**src/rtl/sup_pkg.sv**
```systemverilog
// Purpose: Shared constants and types of the supply supervisor.
// Assumes: 50 MHz system clock; comparator results arrive as logic levels.
// Notes:   Timeout limits are counted in timebase ticks.
`default_nettype none
package sup_pkg;
  localparam int CLK_HZ       = 50_000_000;
  localparam int OSC_HZ       = 10_240;
  localparam int OSC_DIV      = CLK_HZ / OSC_HZ;
  localparam int RST_HOLD_MS  = 50;
  localparam int WD_SHORT_MS  = 100;
  localparam int WD_LONG_MS   = 1_600;
  localparam int CW           = 15;
  localparam logic [CW-1:0] INT_HOLD  = CW'(RST_HOLD_MS * OSC_HZ / 1000);
  localparam logic [CW-1:0] INT_SHORT = CW'(WD_SHORT_MS * OSC_HZ / 1000);
  localparam logic [CW-1:0] INT_LONG  = CW'(WD_LONG_MS * OSC_HZ / 1000);
  localparam logic [CW-1:0] EXT_HOLD  = 15'h0200;
  localparam logic [CW-1:0] EXT_NORM  = 15'h0400;
  localparam logic [CW-1:0] EXT_LONG  = 15'h1000;
  // Register map of the plain port
  localparam logic [3:0] ADDR_STATUS   = 4'h0;
  localparam logic [3:0] ADDR_IRQ_STAT = 4'h1;
  localparam logic [3:0] ADDR_IRQ_CLR  = 4'h2;
  localparam logic [3:0] ADDR_IRQ_EN   = 4'h3;
  localparam int ST_SENSE = 0;
  localparam int ST_RESET = 1;
  localparam int ST_WDO   = 2;
  localparam int ST_BATT  = 3;
  localparam int ST_LONG  = 4;
  localparam int EV_LOW   = 0;
  localparam int EV_WDT   = 1;
  localparam int EV_REL   = 2;
  localparam int NEV      = 3;
  typedef struct packed {
    logic supply_sense_ok;
    logic main_below_backup_cell;
    logic ram_select_n;
    logic timebase_select;
    logic timebase_input;
    logic watchdog_kick;
    logic watchdog_kick_float;
  } sup_pins_t;
  localparam sup_pins_t SYNC_RST = 7'h1d;
  typedef struct packed {
    logic [3:0] addr;
    logic [7:0] wdata;
    logic       wr;
    logic       rd;
  } sup_bus_t;
  typedef struct packed {
    logic [12:0] div;
    logic        prev;
    logic        tick;
  } sup_tb_t;
  localparam sup_tb_t TB_RST = '0;
  typedef struct packed {
    logic [CW-1:0]  hold_cnt;
    logic [CW-1:0]  wd_cnt;
    logic           in_rst;
    logic           long_to;
    logic           kick_prev;
    logic           sense_prev;
    logic           low_n;
    logic           rst_n;
    logic           rst;
    logic           wdo_n;
    logic           batt;
    logic           ram_n;
    logic [NEV-1:0] irq_st;
    logic [NEV-1:0] irq_en;
    logic           irq;
    logic [7:0]     rdata;
  } sup_state_t;
  localparam sup_state_t STATE_RST = '{
    hold_cnt: '0, wd_cnt: '0, in_rst: 1'b1, long_to: 1'b1,
    kick_prev: 1'b0, sense_prev: 1'b0, low_n: 1'b0, rst_n: 1'b0,
    rst: 1'b1, wdo_n: 1'b1, batt: 1'b0, ram_n: 1'b1,
    irq_st: '0, irq_en: '0, irq: 1'b0, rdata: 8'h00};
endpackage
`default_nettype wire

```
**src/rtl/sup_sync.sv**
```systemverilog
// Purpose: Two-flop synchroniser for a group of pin levels.
// Assumes: Inputs are asynchronous to clk_sys.
// Notes:   Only the second stage is visible outside.
`default_nettype none
module sup_sync (
  // Clock and reset
  input  wire  logic               clk_sys,
  input  wire  logic               rst,
  // Levels
  input  wire  sup_pkg::sup_pins_t pin_in,
  output var   sup_pkg::sup_pins_t pin_out
);
  import sup_pkg::*;

  sup_pins_t meta;

  always_ff @(posedge clk_sys or posedge rst) begin
    if (rst) begin
      meta    <= SYNC_RST;
      pin_out <= SYNC_RST;
    end else begin
      meta    <= pin_in;
      pin_out <= meta;
    end
  end
endmodule
`default_nettype wire

```
**src/rtl/sup_timebase.sv**
```systemverilog
// Purpose: Timebase tick: internal oscillator divider or external clock.
// Assumes: ext_in is already synchronised.
// Notes:   Tick is a one-cycle enable pulse.
`default_nettype none
module sup_timebase #(
  parameter int OSC_DIV = sup_pkg::OSC_DIV
) (
  // Clock and reset
  input  wire  logic clk_sys,
  input  wire  logic rst,
  // Source
  input  wire  logic ext_sel,
  input  wire  logic ext_in,
  // Tick
  output logic       tick
);
  import sup_pkg::*;

  sup_tb_t st;
  sup_tb_t next_st;

  always_comb begin
    next_st      = st;
    next_st.prev = ext_in;
    next_st.tick = 1'b0;
    if (ext_sel) begin
      next_st.div  = '0;
      next_st.tick = ext_in && !st.prev;
    end else if (st.div == 13'(OSC_DIV - 1)) begin
      next_st.div  = '0;
      next_st.tick = 1'b1;
    end else begin
      next_st.div = st.div + 13'd1;
    end
  end

  always_ff @(posedge clk_sys or posedge rst) begin
    if (rst) begin
      st <= TB_RST;
    end else begin
      st <= next_st;
    end
  end

  assign tick = st.tick;
endmodule
`default_nettype wire

```
**src/rtl/sup_supervisor.sv**
```systemverilog
// Purpose: Digital core of a supply supervisor with watchdog.
// Assumes: Comparator results and pins arrive asynchronously.
// Notes:   Timing follows the selected timebase tick.
//
// Added by the designer: the register offsets and strobed register access.
`default_nettype none
module sup_supervisor #(
  parameter int OSC_DIV = sup_pkg::OSC_DIV
) (
  // Clock and reset
  input  wire  logic               clk_sys,
  input  wire  logic               rst,
  // Pins and comparator results
  input  wire  sup_pkg::sup_pins_t pins,
  // Register port
  input  wire  sup_pkg::sup_bus_t  bus,
  output logic [7:0]               rd_data,
  // Supervisor outputs
  output logic                     low_supply_n,
  output logic                     reset_n,
  output logic                     reset,
  output logic                     watchdog_expired_n,
  output logic                     backup_source_active,
  output logic                     ram_select_n_out,
  // Interrupt
  output logic                     irq
);
  import sup_pkg::*;

  sup_pins_t      s;
  logic           tick;
  logic           ext_mode;
  logic           kick_edge;
  logic [CW-1:0]  wd_lim;
  logic [CW-1:0]  hold_lim;
  logic [NEV-1:0] ev;
  logic [NEV-1:0] clr;
  sup_state_t     st;
  sup_state_t     next_st;

  sup_sync u_sync (
    .clk_sys (clk_sys),
    .rst     (rst),
    .pin_in  (pins),
    .pin_out (s)
  );

  sup_timebase #(
    .OSC_DIV (OSC_DIV)
  ) u_tb (
    .clk_sys (clk_sys),
    .rst     (rst),
    .ext_sel (ext_mode),
    .ext_in  (s.timebase_input),
    .tick    (tick)
  );

  assign ext_mode  = !s.timebase_select;
  assign kick_edge = s.watchdog_kick != st.kick_prev;

  // Limits for the current timebase and timeout phase
  always_comb begin
    if (ext_mode) begin
      hold_lim = EXT_HOLD;
      wd_lim   = st.long_to ? EXT_LONG : EXT_NORM;
    end else begin
      hold_lim = INT_HOLD;
      if (st.long_to || s.timebase_input) begin
        wd_lim = INT_LONG;
      end else begin
        wd_lim = INT_SHORT;
      end
    end
  end

  always_comb begin
    next_st           = st;
    ev                = '0;
    clr               = '0;
    next_st.kick_prev = s.watchdog_kick;
    next_st.sense_prev = s.supply_sense_ok;
    if (!s.supply_sense_ok) begin
      // Low supply: hold reset and rearm the long timeout
      next_st.in_rst   = 1'b1;
      next_st.hold_cnt = '0;
      next_st.wd_cnt   = '0;
      next_st.long_to  = 1'b1;
      next_st.wdo_n    = 1'b1;
      ev[EV_LOW]       = st.sense_prev;
    end else if (st.in_rst) begin
      next_st.wd_cnt  = '0;
      next_st.long_to = 1'b1;
      if (tick) begin
        if (st.hold_cnt == hold_lim - 15'd1) begin
          next_st.in_rst   = 1'b0;
          next_st.hold_cnt = '0;
          ev[EV_REL]       = 1'b1;
        end else begin
          next_st.hold_cnt = st.hold_cnt + 15'd1;
        end
      end
    end else if (s.watchdog_kick_float) begin
      next_st.wd_cnt = '0;
    end else if (kick_edge) begin
      next_st.wd_cnt  = '0;
      next_st.wdo_n   = 1'b1;
      next_st.long_to = 1'b0;
    end else if (tick) begin
      // At or past the limit, so a shorter limit picked mid-count still fires
      if (st.wd_cnt >= wd_lim - 15'd1) begin
        next_st.wdo_n    = 1'b0;
        next_st.in_rst   = 1'b1;
        next_st.hold_cnt = '0;
        next_st.wd_cnt   = '0;
        ev[EV_WDT]       = 1'b1;
      end else begin
        next_st.wd_cnt = st.wd_cnt + 15'd1;
      end
    end

    next_st.low_n = s.supply_sense_ok;
    next_st.rst_n = !next_st.in_rst;
    next_st.rst   = next_st.in_rst;
    next_st.batt  = !s.supply_sense_ok
                    && s.main_below_backup_cell;
    next_st.ram_n = s.supply_sense_ok ? s.ram_select_n : 1'b1;

    // Register port; a new event wins over a clear in the same cycle
    if (bus.wr && bus.addr == ADDR_IRQ_CLR) begin
      clr = bus.wdata[NEV-1:0];
    end
    if (bus.wr && bus.addr == ADDR_IRQ_EN) begin
      next_st.irq_en = bus.wdata[NEV-1:0];
    end
    next_st.irq_st = (st.irq_st & ~clr) | ev;
    next_st.irq    = |(next_st.irq_st & next_st.irq_en);
    next_st.rdata  = 8'h00;
    if (bus.rd) begin
      unique case (bus.addr)
        ADDR_STATUS: begin
          next_st.rdata[ST_SENSE] = s.supply_sense_ok;
          next_st.rdata[ST_RESET] = st.in_rst;
          next_st.rdata[ST_WDO]   = st.wdo_n;
          next_st.rdata[ST_BATT]  = st.batt;
          next_st.rdata[ST_LONG]  = st.long_to;
        end
        ADDR_IRQ_STAT: begin
          next_st.rdata[NEV-1:0] = st.irq_st;
        end
        ADDR_IRQ_EN: begin
          next_st.rdata[NEV-1:0] = st.irq_en;
        end
        default: begin
          next_st.rdata = 8'h00;
        end
      endcase
    end
  end

  always_ff @(posedge clk_sys or posedge rst) begin
    if (rst) begin
      st <= STATE_RST;
    end else begin
      st <= next_st;
    end
  end

  assign rd_data              = st.rdata;
  assign low_supply_n         = st.low_n;
  assign reset_n              = st.rst_n;
  assign reset                = st.rst;
  assign watchdog_expired_n   = st.wdo_n;
  assign backup_source_active = st.batt;
  assign ram_select_n_out     = st.ram_n;
  assign irq                  = st.irq;
endmodule
`default_nettype wire

```
**config.mk**
```make
export PLATFORM = sky130hd
export DESIGN_NAME = sup_supervisor
export DESIGN_NICKNAME = d
export VERILOG_FILES = /design/src/rtl/sup_pkg.sv /design/src/rtl/sup_sync.sv /design/src/rtl/sup_timebase.sv /design/src/rtl/sup_supervisor.sv
export SDC_FILE = /design/constraint.sdc
export NUM_CORES = 1
export LEC_CHECK = 0
export BUFFER_PORTS_ARGS = -buffer_cell sky130_fd_sc_hd__buf_4
export CAP_MARGIN = 40
export CORE_MARGIN = 1.5
export CORE_UTILIZATION = 40
export CTS_BUF_LIST = sky130_fd_sc_hd__clkbuf_4
export DETAILED_ROUTE_END_ITERATION = 10
export GPL_ROUTABILITY_DRIVEN = 0
export SYNTH_ARGS = -nofsm -noshare
export SYNTH_HDL_FRONTEND = slang
export SYNTH_SLANG_ARGS = --single-unit
export TNS_END_PERCENT = 5
```
**constraint.sdc**
```tcl
create_clock -name clk_sys -period 2.9 [get_ports clk_sys]
set_input_delay 0.58 -clock clk_sys [delete_from_list [all_inputs] [get_ports clk_sys]]
set_output_delay 0.58 -clock clk_sys [all_outputs]
set_load 0.01 [all_outputs]
```
==> reports/metrics.yaml <==
clock_tree:
  clkTransAtPathRegs_ps: 130
  clk_latency_ps: 420
  cts_made_buffers: 9
  cts_root_buf: "clkbuf_4"
  cts_hold_buffers: 0
  cts_max_path_buffers: 2
  cts.sinks: 79
  cts_tree: "built"
  ctsResizeCount: 0
  cts_max_level: 3
  postCtsSetupBuffers: 0
grt:
  met3_usage: 0.0379
  grt_use_total: 0.162
  gr-max-usage-layer: "met2"
  antenna_found_initial: 0
  met2_usage: 0.253
  grt_max_degree: 80
  grt_pass1_vias: 2765
  grt_overflow: 0
  grt_pass1_wl_um: 12900
  grtUsageMet1: 0.225
die:
  start_util: 0.409
  rows: 35
  die_area_um2: 9950
  die_y_um: 99.8
  core-area_um2: 9150
  io_pins: 38
  die_w_um: 99.8
placed_design:
  dpl.hpwl_um: 4950
  portBuffers: 29
  pre_cts_slack_ps: 208
power:
  ir_worst_vdd_mv: 0.255
  leakagePower_nw: 1.87
  p_per_area_nw_per_um2: 510
critical_path:
  arrival_ps: 3020
  worstSetupPathType: "register to register"
  cp-endpoint: "st[39]"
  r2r_start: "u_sync.pin_out[2]"
  cp.required_ps: 3220
  crit_start: "u_sync.pin_out[2]"
  r2r_end: "st[39]"
  path_max_fanout: 22
  rr_worst_depth: 10
  crit_path_start_kind: "register"
  reg2reg_slack_ps: 210
  endpoint_kind: "register"
logic_synthesis:
  synth-xor-area-share: 0.0304
  synth_edf_count: 0
  synth_ff_type: "dfrtp_1"
  ys_seq_elements: 79
  synth_top_family_by_area: "simple AND/OR/NAND/NOR gates"
  syn_inst: 381
  yosys.area_share.simple: 0.207
  avgSynthCellArea_um2: 9.83
  synth.top_cell.area_share: 0.448
  synth_top_area_cell: "dfrtp_1"
  synth.distinct_cells: 47
  synth_area_leaders: "dfrtp_1 45%, dfstp_2 8.4%, nand2_1 4.6%, o21ai_0 3.5%, ha_1 3.3%"
  synth-compound-area-share: 0.138
  syn_area_um2: 3740
  ys_seq_area_frac: 0.532
  synth.area.mux_share: 0.0197
  synth_adder_area_share: 0.0334
  async_flop_share: 1.00
  yosys_warnings: 0
detailed_routing:
  drt_iter0_drc: 132
  drtAntennaViolNets: 0
  wl_per_cell_um: 13.9
  via_per_inst: 5.46
  dr.pass1.iters: 4
  routed_wl_um: 7310
  post-route-drc-count: 0
  routed-via-count: 2877
timing:
  rsz0062_at_grt: "false"
  fin_ws_ps: 206
  setup_viol: 0
  hold_viol_final: 0
  finClkSkew_ps: 21.8
  finalCriticalPeriod_ps: 2690
  tightestPinTransition_ps: 514
  tns_ps: 0
  slew_viol_final: 0
  relSlewSlack: 0.655
  min_period_over_period: 0.929
  fmax_mhz: 371
layout:
  drive_gt1_frac: 0.171
  layout.nets: 444
  multi_input_area_um2: 1620
  final_core_utilization: 0.465
  register_area_um2: 1990
  areaGrowthSynthToFinish_pct: 13.7
  fillers: 865
  diodes: 0
min_path:
  min_path_type: "primary input to async pin"
run_status:
  outcome: "complete, no violations"
job:
  max_cap_violations: 0
==> layout by cell type (no fill, tap or decap), types with 4 or more instances in the layout <==
master    instances
a21oi_1          10
a31oi_1           8
and3_1            8
buf_4            34
clkbuf_4         11
dfrtp_1          67
dfstp_2          12
ha_1             10
inv_1             8
mux2i_1           4
nand2_1          46
nand2b_1          5
nand3_1          22
nand4_1           9
nor2_1           33
nor2b_1           6
nor3_1            8
o21ai_0          26
o21ai_1          15
o31ai_1           9
o41ai_1           4
or3_1             7
xor2_1           10
==> worst max-delay path: stages, from the launching register on <==
cell and delay (ps):
dfstp_2 400, a21oi_1 270, inv_1 80, ha_1 310, ha_1 290, a211o_1 260, a21oi_1 200, o211ai_1 120
buf_4 230, or3_1 350, o21ai_0 90
==> power breakdown <==
group	internal [W]	leakage, nW	switching [W]	total [W]
Clock	0.000459	0.0977	0.000382	0.000842
Sequential	0.00115	1.02	0.0000297	0.00118
Combinational	0.0000675	0.752	0.0000839	0.000151
Total	0.00167	1.87	0.000496	0.00217
==> stage by stage <==
| stage | cells | hold slack [ps] | total power (W) | area [um2] |
|---|---|---|---|---|
| global placement | 511 | 335 | 0.00135 | 4060 |
| CTS | 527 | 226 | 0.00220 | 4250 |
| global route | 527 | 210 | 0.00227 | 4260 |
| detailed placement | 511 | 342 | 0.00135 | 4060 |
| floorplan | 383 | 331 | 0.00129 | 3750 |
| finish | 527 | 222 | 0.00217 | 4260 |
==> registers in the layout (all words and copies together), names as in the netlist <==
name,flops
irq,1
ram_select_n_out,1
low_supply_n,1
u_sync.meta,7
st,38
watchdog_expired_n,1
rd_data,5
u_sync.pin_out,7
reset,1
u_tb.tick,1
u_tb.st,14
backup_source_active,1
reset_n,1
==> cell usage after synthesis (2+ instances only) <==
cell and number:
nor3_1 8, nor4_1 2, or4_1 2, nand2_1 46, xor2_1 10, nor4b_1 3, buf_4 8, a21oi_1 10
nand2b_1 5, nor2_1 33, nand3_1 22, mux2i_1 4, nor2b_1 6, mux2_2 3, o21ai_0 26, xnor2_1 3
clkbuf_1 4, or3_1 7, ha_1 10, a31oi_1 9, buf_2 6, dfrtp_1 67, o21ai_1 15, o41ai_1 4
nand4_1 9, o31ai_1 9, inv_1 9, dfstp_2 12, and3_1 8, and4_1 2, o21a_1 2, a22o_1 2
==> layout make-up <==
class,count,area share
Sequential cell,79,0.468
Multi-Input combinational cell,276,0.382
Timing Repair Buffer,35,0.0647
Tap cell,111,0.0326
Clock inverter,5,0.0250
Clock buffer,11,0.0194
Inverter,10,0.00882
==> logic make-up (layout without fill, tap and decap cells) <==
| family | after synthesis | count (layout) |
|---|---|---|
| XOR/XNOR | 13 | 13 |
| AO/OA/AOI/OAI | 85 | 85 |
| multiplexers | 7 | 7 |
| flip-flops | 79 | 79 |
| adder cells (fa/ha/maj) | 10 | 10 |
| other | 1 | 3 |
| AND/OR/NAND/NOR | 158 | 158 |
| buffers and inverters | 28 | 61 |
==> worst min-delay path by stage <==
| stage | cells past startpoint | end | from | slack [ps] |
|---|---|---|---|---|
| after floorplan | 0 | u_sync.pin_out[1] | u_sync.meta[1] | 330 |
| after global placement | 0 | u_sync.pin_out[6] | u_sync.meta[6] | 330 |
| after detailed placement | 0 | u_sync.pin_out[5] | u_sync.meta[5] | 340 |
| after CTS | 3 | u_sync.meta[1] | rst | 230 |
| after global routing | 1 | u_sync.meta[3] | pins[3] | 210 |
| final | 3 | u_tb.st[5] | rst | 220 |
==> routing by layer <==
metal | vias up | wire (um)
li1 | 1420 | -
met1 | 1389 | 3580
met2 | 59 | 3340
met3 | 9 | 302
met4 | 0 | 87
met5 | - | 0
No activity file was read; power rests on OpenSTA's default activity.
